## src/hbp_regs.vh

```
// Constants for the host bus port: commands, strap codes, timing
`ifndef HBP_REGS_VH
`define HBP_REGS_VH

// ----------------------------------------------------------------
// Bus commands on the command/byte-enable lines
// ----------------------------------------------------------------
`define HBP_CMD_MEM_RD 4'h6
`define HBP_CMD_MEM_WR 4'h7
`define HBP_CMD_CFG_RD 4'hA
`define HBP_CMD_CFG_WR 4'hB

// ----------------------------------------------------------------
// Host bus mode strap codes
// ----------------------------------------------------------------
`define HBP_MODE_PCI 2'h0
`define HBP_MODE_DEMUX 2'h2

// ----------------------------------------------------------------
// Timing
// ----------------------------------------------------------------
// Bus clock ceiling and the rate this block is built for
`define HBP_BUS_FMAX_MHZ 33
`define HBP_CLK_MHZ 25
// Clocks after the address within which a target must claim
`define HBP_DEVSEL_TMO 3'h6

// ----------------------------------------------------------------
// Field positions
// ----------------------------------------------------------------
`define HBP_CFG_IDX_HI 7
`define HBP_CFG_IDX_LO 2

`endif

```

## src/hbp_port.v

```verilog
// Host bus port: bus master, configuration target, parity and irq
//
// Summary of operation
// - Config access with select claims device next clock
// - No claim in six clocks: abort, raise irq
// - Flag parity error one clock after parity
// - Open-drain system error reports fatal errors
// - After grant, wait for frame released
// - Bus clock at most 33 MHz, rising edge
// - Reset puts every output to initial value
// - Irq low from a new pending event or an abort; released on status read
// - Strap 00 plain bus, 10 demultiplexed
// - Demux mode drives separate word address bus
// - Plain mode: top address pin copies clock
// - Write/read line used only in demux mode
// - Even parity over data and command lines
// - Demux: write/read line replaces command code
// - Only first burst address is presented
`timescale 1ns/1ps
`default_nettype none
`include "hbp_regs.vh"

module hbp_port (
  // Clock and reset
  input wire core_clk,
  input wire resetn,
  // Mode strap, tied statically
  input wire [1:0] host_bus_mode_strap,
  // Bus inputs
  input wire [31:0] ad_i,
  input wire [3:0] cbe_i,
  input wire par_i,
  input wire frame_n_i,
  input wire irdy_n_i,
  input wire trdy_n_i,
  input wire stop_n_i,
  input wire devsel_n_i,
  input wire idsel_i,
  input wire gnt_n_i,
  input wire wr_i,
  // Bus outputs and enables
  output reg [31:0] ad_o,
  output reg ad_oe,
  output reg [3:0] cbe_o,
  output reg cbe_oe,
  output reg par_o,
  output reg par_oe,
  output reg frame_n_o,
  output reg irdy_n_o,
  output reg mctl_oe,
  output reg trdy_n_o,
  output reg stop_n_o,
  output reg devsel_n_o,
  output reg tctl_oe,
  output reg perr_n_o,
  output reg perr_oe,
  output reg serr_oe,
  output reg req_n_o,
  output reg inta_oe,
  // Demultiplexed address bus and direction line
  output wire [27:2] a_o,
  output reg a_oe,
  output wire a27_oe,
  output reg wr_o,
  output reg wr_oe,
  // Master requests from the core
  input wire mst_start,
  input wire mst_write,
  input wire [31:0] mst_addr,
  input wire [31:0] mst_wdata,
  input wire [3:0] mst_be_n,
  output reg mst_busy,
  output reg mst_done,
  output reg mst_abort,
  output reg mst_err,
  output reg [31:0] mst_rdata,
  // Configuration register access to the core
  output reg cfg_rd,
  output reg cfg_wr,
  output reg [5:0] cfg_idx,
  output reg [31:0] cfg_wdata,
  output reg [3:0] cfg_be_n,
  input wire [31:0] cfg_rdata,
  // Events and status from the core
  input wire irq_pending,
  input wire stat_rd,
  input wire fatal_err
);

  // ----------------------------------------------------------------
  // States
  // ----------------------------------------------------------------
  localparam M_IDLE = 5'b00001;
  localparam M_REQ = 5'b00010;
  localparam M_ADDR = 5'b00100;
  localparam M_DATA = 5'b01000;
  localparam M_TURN = 5'b10000;
  localparam T_IDLE = 4'b0001;
  localparam T_ACK = 4'b0010;
  localparam T_DATA = 4'b0100;
  localparam T_TURN = 4'b1000;

  reg [4:0] mst_st_r;
  reg [3:0] tgt_st_r;
  reg [1:0] strap_s1_r;
  reg [1:0] strap_s2_r;
  reg pci_r;
  reg demux_r;
  reg frame_q_r;
  reg [2:0] tmo_r;
  reg wr_lat_r;
  reg [31:0] wdata_r;
  reg [3:0] be_r;
  reg [27:2] a_r;
  reg tgt_wr_r;
  reg [31:0] pad_r;
  reg [3:0] pcbe_r;
  reg chk_dat_r;
  reg chk_adr_r;
  reg pend_q_r;

  // Decodes a configuration command; used for the hit only
  function cfg_cmd;
    input [3:0] c;
    begin
      cfg_cmd = (c == `HBP_CMD_CFG_RD) || (c == `HBP_CMD_CFG_WR);
    end
  endfunction

  wire frame_fall = frame_q_r & ~frame_n_i;
  wire mst_idle = mst_st_r[0] | mst_st_r[1];
  wire tgt_hit = frame_fall & idsel_i & mst_idle &
    (demux_r | cfg_cmd(cbe_i));
  wire tgt_is_wr = demux_r ? wr_i : (cbe_i == `HBP_CMD_CFG_WR);
  wire xfer = ~irdy_n_i & ~trdy_n_i;
  wire par_err = ^{pad_r, pcbe_r, par_i};

  // The clock copy cannot come from a flop without halving its rate
  assign a_o = {pci_r ? core_clk : a_r[27], a_r[26:2]};
  assign a27_oe = pci_r | a_oe;

  // ----------------------------------------------------------------
  // Mode strap, caught through two flops after reset release
  // ----------------------------------------------------------------
  always @(posedge core_clk or negedge resetn) begin
    if (!resetn) begin
      strap_s1_r <= `HBP_MODE_PCI;
      strap_s2_r <= `HBP_MODE_PCI;
      pci_r <= 1'b0;
      demux_r <= 1'b0;
    end else begin
      strap_s1_r <= host_bus_mode_strap;
      strap_s2_r <= strap_s1_r;
      pci_r <= (strap_s2_r == `HBP_MODE_PCI);
      demux_r <= (strap_s2_r == `HBP_MODE_DEMUX);
    end
  end

  // ----------------------------------------------------------------
  // Master and target sequencers (share the address/data drivers)
  // ----------------------------------------------------------------
  always @(posedge core_clk or negedge resetn) begin
    if (!resetn) begin
      mst_st_r <= M_IDLE;
      tgt_st_r <= T_IDLE;
      frame_q_r <= 1'b1;
      tmo_r <= 3'h0;
      wr_lat_r <= 1'b0;
      wdata_r <= 32'h0;
      be_r <= 4'hF;
      a_r <= 26'h0;
      tgt_wr_r <= 1'b0;
      ad_o <= 32'h0;
      ad_oe <= 1'b0;
      cbe_o <= 4'hF;
      cbe_oe <= 1'b0;
      frame_n_o <= 1'b1;
      irdy_n_o <= 1'b1;
      mctl_oe <= 1'b0;
      trdy_n_o <= 1'b1;
      stop_n_o <= 1'b1;
      devsel_n_o <= 1'b1;
      tctl_oe <= 1'b0;
      req_n_o <= 1'b1;
      a_oe <= 1'b0;
      wr_o <= 1'b1;
      wr_oe <= 1'b0;
      mst_busy <= 1'b0;
      mst_done <= 1'b0;
      mst_abort <= 1'b0;
      mst_err <= 1'b0;
      mst_rdata <= 32'h0;
      cfg_rd <= 1'b0;
      cfg_wr <= 1'b0;
      cfg_idx <= 6'h0;
      cfg_wdata <= 32'h0;
      cfg_be_n <= 4'hF;
    end else begin
      frame_q_r <= frame_n_i;
      mst_done <= 1'b0;
      mst_abort <= 1'b0;
      cfg_rd <= 1'b0;
      cfg_wr <= 1'b0;
      case (mst_st_r)
        M_IDLE: begin
          if (mst_start) begin
            wr_lat_r <= mst_write;
            wdata_r <= mst_wdata;
            be_r <= mst_be_n;
            a_r <= mst_addr[27:2];
            ad_o <= mst_addr;
            req_n_o <= 1'b0;
            mst_busy <= 1'b1;
            mst_err <= 1'b0;
            mst_st_r <= M_REQ;
          end
        end
        M_REQ: begin
          // Bus must be idle, not merely granted
          if (!gnt_n_i && frame_n_i && irdy_n_i &&
              tgt_st_r[0]) begin
            req_n_o <= 1'b1;
            frame_n_o <= 1'b0;
            mctl_oe <= 1'b1;
            ad_oe <= 1'b1;
            cbe_oe <= 1'b1;
            cbe_o <= demux_r ? be_r :
              (wr_lat_r ? `HBP_CMD_MEM_WR : `HBP_CMD_MEM_RD);
            a_oe <= demux_r;
            wr_o <= wr_lat_r;
            wr_oe <= demux_r;
            mst_st_r <= M_ADDR;
          end
        end
        M_ADDR: begin
          // One data phase: the address is never advanced
          frame_n_o <= 1'b1;
          irdy_n_o <= 1'b0;
          cbe_o <= be_r;
          ad_o <= wdata_r;
          ad_oe <= wr_lat_r;
          tmo_r <= 3'h1;
          mst_st_r <= M_DATA;
        end
        M_DATA: begin
          if (tmo_r != `HBP_DEVSEL_TMO) begin
            tmo_r <= tmo_r + 3'h1;
          end
          if (xfer) begin
            mst_rdata <= wr_lat_r ? mst_rdata : ad_i;
            mst_done <= 1'b1;
          end else if (!stop_n_i) begin
            mst_err <= 1'b1;
            mst_done <= 1'b1;
          end else if (devsel_n_i &&
                       tmo_r == `HBP_DEVSEL_TMO) begin
            mst_abort <= 1'b1;
            mst_err <= 1'b1;
            mst_done <= 1'b1;
          end
          if (xfer || !stop_n_i ||
              (devsel_n_i && tmo_r == `HBP_DEVSEL_TMO)) begin
            irdy_n_o <= 1'b1;
            mst_st_r <= M_TURN;
          end
        end
        M_TURN: begin
          mctl_oe <= 1'b0;
          ad_oe <= 1'b0;
          cbe_oe <= 1'b0;
          cbe_o <= 4'hF;
          a_oe <= 1'b0;
          wr_oe <= 1'b0;
          mst_busy <= 1'b0;
          mst_st_r <= M_IDLE;
        end
        default: begin
          mst_st_r <= M_IDLE;
        end
      endcase
      case (tgt_st_r)
        T_IDLE: begin
          if (tgt_hit) begin
            devsel_n_o <= 1'b0;
            tctl_oe <= 1'b1;
            tgt_wr_r <= tgt_is_wr;
            cfg_rd <= ~tgt_is_wr;
            cfg_idx <= ad_i[`HBP_CFG_IDX_HI:`HBP_CFG_IDX_LO];
            tgt_st_r <= T_ACK;
          end
        end
        T_ACK: begin
          // Single-phase target: disconnect with the data
          trdy_n_o <= 1'b0;
          stop_n_o <= 1'b0;
          ad_o <= cfg_rdata;
          ad_oe <= ~tgt_wr_r;
          tgt_st_r <= T_DATA;
        end
        T_DATA: begin
          if (xfer) begin
            cfg_wr <= tgt_wr_r;
            cfg_wdata <= ad_i;
            cfg_be_n <= cbe_i;
            trdy_n_o <= 1'b1;
            stop_n_o <= 1'b1;
            devsel_n_o <= 1'b1;
            tgt_st_r <= T_TURN;
          end
        end
        T_TURN: begin
          tctl_oe <= 1'b0;
          ad_oe <= 1'b0;
          tgt_st_r <= T_IDLE;
        end
        default: begin
          tgt_st_r <= T_IDLE;
        end
      endcase
    end
  end

  // ----------------------------------------------------------------
  // Parity generation and checking, error reporting, interrupt
  // ----------------------------------------------------------------
  always @(posedge core_clk or negedge resetn) begin
    if (!resetn) begin
      pad_r <= 32'h0;
      pcbe_r <= 4'h0;
      chk_dat_r <= 1'b0;
      chk_adr_r <= 1'b0;
      par_o <= 1'b0;
      par_oe <= 1'b0;
      perr_n_o <= 1'b1;
      perr_oe <= 1'b0;
      serr_oe <= 1'b0;
      pend_q_r <= 1'b0;
      inta_oe <= 1'b0;
    end else begin
      // Parity trails the lines it covers by one clock
      par_o <= ^{ad_o, cbe_oe ? cbe_o : cbe_i};
      par_oe <= ad_oe;
      pad_r <= ad_i;
      pcbe_r <= cbe_i;
      chk_adr_r <= tgt_hit;
      chk_dat_r <= xfer & ((tgt_st_r[2] & tgt_wr_r) |
        (mst_st_r[3] & ~wr_lat_r));
      perr_n_o <= ~(chk_dat_r & par_err);
      perr_oe <= chk_dat_r;
      serr_oe <= (chk_adr_r & par_err) | fatal_err;
      pend_q_r <= irq_pending;
      // A new event in the read cycle keeps the line asserted
      inta_oe <= (irq_pending & ~pend_q_r) | mst_abort |
        (inta_oe & ~stat_rd);
    end
  end

endmodule
`default_nettype wire

```

## config.mk

```make
export PLATFORM = sky130hd
export DESIGN_NAME = hbp_port
export DESIGN_NICKNAME = d
export VERILOG_FILES = /design/src/hbp_port.v
export VERILOG_INCLUDE_DIRS = /design/src
export SDC_FILE = /design/constraint.sdc
export NUM_CORES = 1
export LEC_CHECK = 0
export BUFFER_PORTS_ARGS = -buffer_cell sky130_fd_sc_hd__buf_2
export CAP_MARGIN = 20
export CORE_UTILIZATION = 55
export DETAILED_ROUTE_END_ITERATION = 16
export GPL_ROUTABILITY_DRIVEN = 0
export HOLD_SLACK_MARGIN = 0.03
export PLACE_DENSITY = 0.84
export SLEW_MARGIN = 10
export SYNTH_ARGS = -nofsm -noshare
export SYNTH_HDL_FRONTEND = slang
export SYNTH_SLANG_ARGS = --single-unit
```

## constraint.sdc

```tcl
create_clock -name core_clk -period 3.5 [get_ports core_clk]
set_input_delay 0.7 -clock core_clk [delete_from_list [all_inputs] [get_ports core_clk]]
set_output_delay 0.7 -clock core_clk [all_outputs]
set_load 0.1 [all_outputs]
```

# Yosys cells after proc, flatten, opt, wreduce, memory -nomap -nowiden

Index checks and enable logic that the tools add are counted.

ROM bits: 0
Memories: 0
Input port bits: 154
Bits in registers: 254
Latch bits: 0
Output and inout bits: 162
Memory bits (writable): 0

Reductions and logical operators: 44
Muxes and demuxes: 54
Add/subtract/negate cells: 1
$mul: 0
Order comparisons: 0
Equality and inequality tests: 24
Divide/modulo/power cells: 0
Shift operators: 0
Bitwise logic cells: 28

Operators by type and width:

| kind                                                                   | number |
|---|---|
| 32-bit two-way mux                                                     | 2 |
| 32-bit one-hot mux with 2 select lines                                 | 1 |
| 37-bit parity                                                          | 1 |
| 36-bit parity                                                          | 1 |
| 2-bit AND reduction                                                    | 15 |
| 1-bit two-way mux                                                      | 26 |
| 4-bit one-hot mux with 3 select lines                                  | 2 |
| 1-bit one-hot mux with 2 select lines                                  | 11 |
| 4-bit two-way mux                                                      | 5 |
| 5-bit one-hot mux with 4 select lines                                  | 1 |
| 2-bit nonzero test                                                     | 9 |
| 5-bit two-way mux                                                      | 3 |
| 2-bit != test (second input constant)                                  | 7 |
| 1-bit AND                                                              | 12 |
| 4-bit equality test (second input constant)                            | 3 |
| 3-bit AND reduction                                                    | 4 |
| 3-bit != test (second input constant)                                  | 3 |
| 1-bit inverter                                                         | 9 |
| 1-bit bitwise OR                                                       | 7 |
| 3-bit one-hot mux with 2 select lines                                  | 1 |
| 3-bit nonzero test                                                     | 2 |
| 5-bit by 1-bit equality test with 1-bit output (second input constant) | 1 |
| 5-bit by 2-bit equality test with 1-bit output (second input constant) | 1 |
| 5-bit by 3-bit equality test with 1-bit output (second input constant) | 1 |
| 17 further kinds                                                       | 23 |

# Logic depth before layout (Yosys ltp)

Gate-level depths: netlist (run 1).

Word-level depth: 7
Gate-level depth with buffers: 8
Mapped depth without buffers: 6

==> flow_metrics.py, run 1 <==
metrics = {
    "logic_synthesis": {
        "synthesis.area_um2": 10700,
        "netlist.area_leader.share_pct": 54.5,
        "ys_seq_elements": 254,
        "synth_cell_types": 44,
        "syn_nets": 1074,
        "synth.area.top_cells": "dfrtp_1 54%, mux2_2 7.8%, nand2_1 6.3%",
        "synth_flop_cell": "dfrtp_1",
        "avgSynthCellArea_um2": 11.6,
        "syn_inst": 918,
        "ys_seq_area_share_pct": 59.9,
        "synth-async-reset-ratio_pct": 100,
        "synth_edf_count": 0,
        "yosysTopAreaCell": "dfrtp_1",
        "synth_commonest_cells": "232 x dfrtp_1, 179 x nand2_1, 74 x mux2_2",
        "yosysMostFrequentCell": "dfrtp_1",
        "yosysWarnings": 0,
    },
    "pwr": {
        "p_leak_uw": 0.00671,
        "power_frac_clock_pct": 21.5,
        "net-switching-power_uw": 6440,
        "p_comb_share_pct": 47.4,
        "power_density_nw_per_um2": 1030,
        "power_uw": 13600,
        "power.internal_uw": 7110,
        "power.share.switching_pct": 47.5,
        "max-vdd-ir-drop_uv": 747,
        "p_seq_share_pct": 31.1,
    },
    "clock_network": {
        "cts_tree": "yes",
        "clkLatencyLatePin_ps": 620,
        "path_clk_slew_ps": 60,
        "post_cts_buffers": 0,
        "ctsResizeCount": 0,
        "postCtsHoldBufs": 0,
    },
    "critical_path": {
        "rr_endpoint": "mst_rdata[12]$_DFFE_PN0P_",
        "crit_top_cell": "clkbuf_16",
        "reg2reg_from": "mst_st_r[1]$_DFFE_PN0P_",
        "regToRegSetupSlack_ps": 840,
        "cp-end-kind": "primary output",
        "cp_data_arrival_time_ps": 2540,
        "critical_path_class": "clock port to primary output",
        "crit_buf_inv": 3,
        "critPathRequiredTime_ps": 2800,
        "r2r_cells": 4,
        "cp_slowest_cell": "buf_2",
        "max_stage_delay_ps": 290,
        "cp_top_family": "buffers and inverters",
        "crit_path_cell_trace": "clkbuf_16 > clkbuf_16 > mux2_2 > buf_2",
        "worst-path-max-fanout": 2,
        "start_kind": "clock port",
    },
    "finish": {
        "drive_gt1_share_pct": 41.5,
        "area_growth_pct": 23.9,
        "utilization_pct": 70.1,
        "nNetsFinal": 1360,
    },
    "floorplanning": {
        "coreArea_um2": 18800,
        "rows": 50,
        "num_io_pins": 316,
        "start_util_pct": 56.6,
        "die_area_um2": 19900,
        "fp.dieH_um": 141,
        "die_x_um": 141,
    },
    "routing": {
        "vias": 7869,
        "drt_wl_total_mm": 26.4,
        "ant_nets": 0,
        "first_iter_violations": 377,
        "drt_first_pass_iters": 5,
        "wl_per_cell_um": 17.8,
        "post-route-drc-count": 0,
        "via_per_inst": 5.30,
    },
    "global_routing": {
        "antenna_found_initial": 4,
        "grt_max_degree": 103,
        "grt_pass1_wl_mm": 41.5,
        "overflow": 0,
        "grt_usage_pct": 27.0,
        "grt_pass1_vias": 8086,
    },
    "sta": {
        "rsz0062_at_grt": "no",
        "fin_tns_setup_ps": 0,
        "worst_pin_slew_ps": 1080,
        "final-setup-viol-count": 0,
        "hold_viol": 0,
        "slew_headroom_pct": 27.8,
        "holdWs_ps": 50.5,
        "fin_skew_ps": 13.2,
        "drv_slew": 0,
    },
    "status": {
        "status": "complete, no violations",
    },
    "min_path": {
        "min_path_type": "primary input to async pin",
    },
    "placed_design": {
        "dp_hpwl_mm": 18.2,
        "portBuffers": 315,
    },
    "flow_run": {
        "drv_cap": 0,
    },
}
per-stage QoR:
step	area [um^2]	worst slack [ps]	std cells
2_1_floorplan	10700	579	918
3_3_place_gp	12300	526	1434
6_report	13200	257	1485
4_1_cts	13200	256	1482
3_5_place_dp	12300	526	1434
5_1_grt	13200	239	1483
metal layers:
metal | up-vias | GRT usage [%] | routed length [um]
li1 | 3595 | - | -
met1 | 3848 | 33.2 | 10400
met2 | 358 | 45.7 | 13000
met3 | 66 | 7.30 | 2340
met4 | 2 | 10.1 | 729
met5 | - | 0 | 13
flip-flops by register name, summed over array words and instances (netlist names), 3 cells and up:
name / flops
ad_o: 32
cfg_wdata: 32
mst_rdata: 32
pad_r: 32
wdata_r: 32
a_r: 26
cfg_idx: 6
mst_st_r: 5
be_r: 4
cbe_o: 4
cfg_be_n: 4
pcbe_r: 4
tgt_st_r: 4
tmo_r: 3
area by class of cell:
cell class                 count  area, um^2
tap                          260         325
clock buffer                  38         790
antenna                        3        7.51
timing repair buffer         327        1700
sequential                   254        6380
multi-input combinational    581        3830
fill                        1274        5630
clock inverter                11         115
inverter                      11        41.3
cell usage in the layout, fill, tap and decap left out, types with 3 or more instances in the layout:
master	count
nor2b_1	4
dfrtp_1	232
nor3_1	4
dfstp_2	22
xor2_1	11
clkinvlp_4	4
o21ai_0	41
nand2_1	179
mux2_4	30
nand3_1	36
clkbuf_1	4
nand2b_1	4
clkinv_2	5
a21oi_1	44
nor2_1	47
diode_2	3
mux2_2	74
buf_4	11
inv_1	11
a21o_1	3
a211oi_1	3
clkbuf_8	5
clkbuf_16	28
xnor2_1	61
buf_2	314
o21a_1	3
o22ai_1	3
or2_2	3
how the worst max path moves through the flow:
| stage | startpoint | end | slack (ps) | cells past startpoint |
|---|---|---|---|---|
| after global placement | core_clk | a_o[27] | 530 | 2 |
| after detailed placement | core_clk | a_o[27] | 530 | 2 |
| after floorplan | core_clk | a_o[27] | 580 | 1 |
| final | core_clk | a_o[27] | 260 | 4 |
| after global routing | core_clk | a_o[27] | 240 | 4 |
| after CTS | core_clk | a_o[27] | 260 | 4 |
kinds of logic after synthesis:
family / synth area share [%]
adder cells (fa/ha/maj): 0.235
buffers and inverters: 4.25
multiplexers: 12.5
flip-flops: 59.9
AO/OA/AOI/OAI: 5.32
XOR/XNOR: 6.13
AND/OR/NAND/NOR: 11.7
power by group through the flow:
stage,sequential [uW],combinational (uW),clock [uW]
after floorplan,6260,3500,66.6
after global placement,4200,6360,72.0
after detailed placement,4240,6450,72.0
after CTS,4200,6480,2980
after global routing,4290,6710,3090
final,4210,6430,2920
Power figures use the tool's default switching activity.
==> inputs of run 2 (changes only) <==
--- a/config.mk
+++ b/config.mk
@@ -9,6 +9,7 @@
 export BUFFER_PORTS_ARGS = -buffer_cell sky130_fd_sc_hd__buf_2
 export CAP_MARGIN = 20
 export CORE_UTILIZATION = 55
+export CTS_BUF_LIST = sky130_fd_sc_hd__clkbuf_16
 export DETAILED_ROUTE_END_ITERATION = 16
 export GPL_ROUTABILITY_DRIVEN = 0
 export HOLD_SLACK_MARGIN = 0.03
==> run 2 against run 1 <==
Core utilization is 0.27 points lower. Cell count stayed put. Sequential share of layout area is 0.18 points higher. Critical path depth stayed put. Final area is 0.38% lower. Critical endpoint unchanged. Register-to-register slack hardly changed. Non-clock buffer count stayed put.
==> flow_metrics.py, run 2 (synthesis gave the netlist of run 1 again) <==
metrics = {
    "routing": {
        "drt_wl_total_mm": 26.5,
        "post-route-drc-count": 0,
        "ant_nets": 0,
        "first_iter_violations": 426,
        "vias": 7889,
        "drt_first_pass_iters": 4,
        "via_per_inst": 5.31,
        "wl_per_cell_um": 17.8,
    },
    "sta": {
        "hold_viol": 0,
        "slew_headroom_pct": 27.5,
        "fin_skew_ps": 11.2,
        "drv_slew": 0,
        "final-setup-viol-count": 0,
        "rsz0062_at_grt": "no",
        "holdWs_ps": 46.3,
        "worst_pin_slew_ps": 1090,
        "fin_tns_setup_ps": 0,
    },
    "pwr": {
        "max-vdd-ir-drop_uv": 743,
        "p_leak_uw": 0.00670,
        "power_density_nw_per_um2": 1020,
    },
    "placed_design": {
        "dp_hpwl_mm": 18.2,
        "portBuffers": 315,
    },
    "global_routing": {
        "grt_pass1_wl_mm": 41.4,
        "grt_pass1_vias": 8054,
        "grt_usage_pct": 27.0,
        "antenna_found_initial": 4,
        "grt_max_degree": 103,
        "overflow": 0,
    },
    "clock_network": {
        "path_clk_slew_ps": 60,
        "cts_tree": "yes",
        "postCtsHoldBufs": 0,
        "post_cts_buffers": 0,
        "ctsResizeCount": 0,
        "clkLatencyLatePin_ps": 620,
    },
    "finish": {
        "area_growth_pct": 23.4,
        "mostFrequentLayoutCells": "314 x buf_2, 232 x dfrtp_1, 179 x nand2_1",
        "layout_commonest_cell": "buf_2",
        "nNetsFinal": 1360,
        "final.fill_count": 1287,
        "drive_gt1_share_pct": 41.1,
    },
    "critical_path": {
        "cp-end-kind": "primary output",
        "start_kind": "clock port",
        "critPathRequiredTime_ps": 2800,
        "worst-path-max-fanout": 2,
        "cp_data_arrival_time_ps": 2540,
        "critical_path_class": "clock port to primary output",
        "r2r_cells": 4,
    },
    "floorplanning": {
        "die_x_um": 141,
        "start_util_pct": 56.6,
        "rows": 50,
        "num_io_pins": 316,
        "die_area_um2": 19900,
        "coreArea_um2": 18800,
        "fp.dieH_um": 141,
    },
    "status": {
        "status": "complete, no violations",
    },
    "flow_run": {
        "drv_cap": 0,
    },
    "min_path": {
        "min_path_type": "primary input to async pin",
    },
}
[run 2: worst max-delay path, cell delays in order]
cell and delay, ps:
clkbuf_16 120, clkbuf_16 130, mux2_2 250, buf_2 290
[run 2: power by group]
group	switching (uW)	leakage [uW]	total (uW)	internal, uW
registers	493	0.00308	4210	3720
logic	4760	0.00319	6430	1670
clock network	1190	0.000430	2790	1600
total	6440	0.00670	13400	6990
[run 2: routing by layer]
layer / up-vias / track usage (%) / routed length (um) / part of all wire, %
met4: 2 / 10.0 / 648 / 2.4
met3: 56 / 7.27 / 2410 / 9.1
met1: 3855 / 33.4 / 10300 / 39
met2: 375 / 45.5 / 13100 / 49
met5: - / 0 / 13 / 0.049
li1: 3601 / - / - / -
[run 2: final timing paths]
check / start / endpoint / slack (ps)
setup / recovery: core_clk / a_o[27] / 260
hold / removal: resetn / cfg_wdata[8]$_DFFE_PN0P_ / 50
setup reg to reg: mst_st_r[1]$_DFFE_PN0P_ / mst_rdata[20]$_DFFE_PN0P_ / 840
hold reg to reg: strap_s1_r[1]$_DFF_PN0_ / strap_s2_r[1]$_DFF_PN0_ / 350
max in group asynchronous: resetn / stop_n_o$_DFFE_PN1P_ / 2460
min in group core_clk: host_bus_mode_strap[1] / strap_s1_r[1]$_DFF_PN0_ / 190
[run 2: per-stage QoR]
stage	total power (uW)	util (%)	setup slack (ps)	cells	area [um^2]
floorplan	9830	-	579	918	10700
global placement	10600	65.3	526	1434	12300
detailed placement	10800	65.3	526	1434	12300
CTS	13500	69.8	256	1482	13100
global route	14000	69.8	239	1483	13100
finish	13400	69.8	257	1485	13200
[run 2: layout make-up]
cell class / instances / area [um^2] / share of cell area, %
sequential: 254 / 6380 / 48.5
multi-input combinational: 581 / 3830 / 29.2
timing repair buffer: 327 / 1700 / 13.0
clock buffer: 29 / 706 / 5.37
tap: 260 / 325 / 2.47
clock inverter: 20 / 149 / 1.13
inverter: 11 / 41.3 / 0.314
antenna: 3 / 7.51 / 0.0571
==> inputs of run 3 (changes only) <==
--- a/config.mk
+++ b/config.mk
@@ -8,8 +8,9 @@
 export LEC_CHECK = 0
 export BUFFER_PORTS_ARGS = -buffer_cell sky130_fd_sc_hd__buf_2
 export CAP_MARGIN = 20
+export CORE_ASPECT_RATIO = 1.2
 export CORE_UTILIZATION = 55
-export CTS_BUF_LIST = sky130_fd_sc_hd__clkbuf_16
+export CTS_BUF_LIST = sky130_fd_sc_hd__clkbuf_8
 export DETAILED_ROUTE_END_ITERATION = 16
 export GPL_ROUTABILITY_DRIVEN = 0
 export HOLD_SLACK_MARGIN = 0.03
==> run 3 against run 2 <==
Sequential power about the same. Worst setup slack improved by 18 ps. Clock-buffer cell count increased by 24. First-iteration DRC count decreased by 23%. Critical path depth unchanged. Hold slack improved by 23 ps. Register-to-register slack improved by 40 ps. Total power decreased by 1.3%. Clock power decreased by 6%. Sequential cell count unchanged. Final area about the same. Routed wire length decreased by 1.0%.
==> flow_metrics.py, run 3 (synthesis gave the netlist of run 1 again) <==
metrics = {
    "critical_path": {
        "cp-end-kind": "primary output",
        "reg2reg_from": "mst_st_r[1]$_DFFE_PN0P_",
        "cp_data_arrival_time_ps": 2520,
        "crit_top_cell": "clkbuf_8",
        "start_kind": "clock port",
        "critPathRequiredTime_ps": 2800,
        "regToRegSetupSlack_ps": 880,
        "max_stage_delay_ps": 290,
        "r2r_cells": 4,
        "critical_path_class": "clock port to primary output",
        "worst-path-max-fanout": 2,
        "crit_path_cell_trace": "clkbuf_8 > clkbuf_8 > mux2_2 > buf_2",
        "rr_endpoint": "mst_rdata[29]$_DFFE_PN0P_",
        "cp_slowest_cell": "buf_2",
    },
    "clock_network": {
        "clkLatencyLatePin_ps": 620,
        "postCtsHoldBufs": 0,
        "post_cts_buffers": 0,
        "path_clk_slew_ps": 60,
        "ctsResizeCount": 0,
        "cts_tree": "yes",
    },
    "sta": {
        "fin_tns_setup_ps": 0,
        "hold_viol": 0,
        "fin_skew_ps": 21.7,
        "slew_headroom_pct": 30.3,
        "worst_pin_slew_ps": 1050,
        "rsz0062_at_grt": "no",
        "drv_slew": 0,
        "final-setup-viol-count": 0,
    },
    "routing": {
        "drt_first_pass_iters": 4,
        "first_iter_violations": 327,
        "ant_nets": 0,
        "drt_wl_total_mm": 26.2,
        "wl_per_cell_um": 17.4,
        "post-route-drc-count": 0,
        "vias": 7851,
        "via_per_inst": 5.21,
    },
    "finish": {
        "multi_input_area_um2": 3830,
        "drive_gt1_share_pct": 41.8,
        "seq_area_um2": 6380,
        "nNetsFinal": 1375,
        "final.fill_count": 1352,
        "final_area_um2": 13100,
        "layout_commonest_cell": "buf_2",
        "area_growth_pct": 23.4,
        "mostFrequentLayoutCells": "314 x buf_2, 232 x dfrtp_1, 179 x nand2_1",
    },
    "global_routing": {
        "antenna_found_initial": 3,
        "grt_max_degree": 85,
        "grt_pass1_vias": 8034,
        "overflow": 0,
        "grt_pass1_wl_mm": 41.0,
        "grt_usage_pct": 27.0,
    },
    "floorplanning": {
        "rows": 55,
        "num_io_pins": 316,
        "fp.dieH_um": 154,
        "die_area_um2": 19900,
        "start_util_pct": 56.3,
        "coreArea_um2": 18900,
        "die_x_um": 129,
    },
    "min_path": {
        "min_path_type": "primary input to async pin",
    },
    "placed_design": {
        "dp_hpwl_mm": 18.4,
        "placed_cell_area_um2": 12300,
        "portBuffers": 315,
    },
    "pwr": {
        "p_leak_uw": 0.00677,
        "power_uw": 13300,
        "power_density_nw_per_um2": 1010,
        "max-vdd-ir-drop_uv": 756,
    },
    "status": {
        "status": "complete, no violations",
    },
    "flow_run": {
        "drv_cap": 0,
    },
}
-- run 3: changes by cell type in the layout (fill, tap and decap cells not counted), moves of 3 or more --
cell and delta:
clkbuf_8 +52, clkbuf_16 -28, inv_1 +11, clkinv_1 -5, clkinvlp_4 -3
-- run 3: worst max-delay path by stage --
stage | start | endpoint | cells past startpoint
detailed placement | core_clk | a_o[27] | 2
global placement | core_clk | a_o[27] | 2
floorplan | core_clk | a_o[27] | 1
finish | core_clk | a_o[27] | 4
CTS | core_clk | a_o[27] | 4
global route | core_clk | a_o[27] | 4
-- run 3: power breakdown --
| part | internal, uW | total, uW | leakage (uW) | switching [uW] |
|---|---|---|---|---|
| clock | 1420 | 2610 | 0.000496 | 1180 |
| sequential | 3720 | 4210 | 0.00308 | 487 |
| combinational | 1670 | 6440 | 0.00319 | 4770 |
| total | 6810 | 13300 | 0.00677 | 6440 |
-- run 3: cell type report --
class,instances,area share [%]
diodes,2,0.0381
well taps,256,2.44
inverters,11,0.314
repair buffers,327,13.1
clock buffers,53,5.48
clock inverters,22,0.933
multi-input cells,581,29.2
flip-flops and latches,254,48.6
-- run 3: layer usage --
layer	part of all wire, %	vias to the layer above	global-route usage, %
met5	0	-	0
met4	3.5	0	11.4
met3	8.3	67	8.37
met2	50	341	45.8
met1	39	3821	31.5
li1	-	3622	-
-- run 3: per-stage QoR --
step / instances / utilization (%) / hold WS (ps) / setup WS, ps
after detailed placement: 1430 / 65.0 / 344 / 526
after CTS: 1504 / 69.4 / 83.3 / 264
final: 1506 / 69.5 / 69.0 / 275
after global placement: 1430 / 65.0 / 335 / 526
after floorplan: 918 / - / 331 / 579
after global routing: 1504 / 69.4 / 91.1 / 255
-- run 3: critical path, delay by kind of cell --
family	cells	cell delay [ps]
buffers and inverters	3	510
muxes	1	260
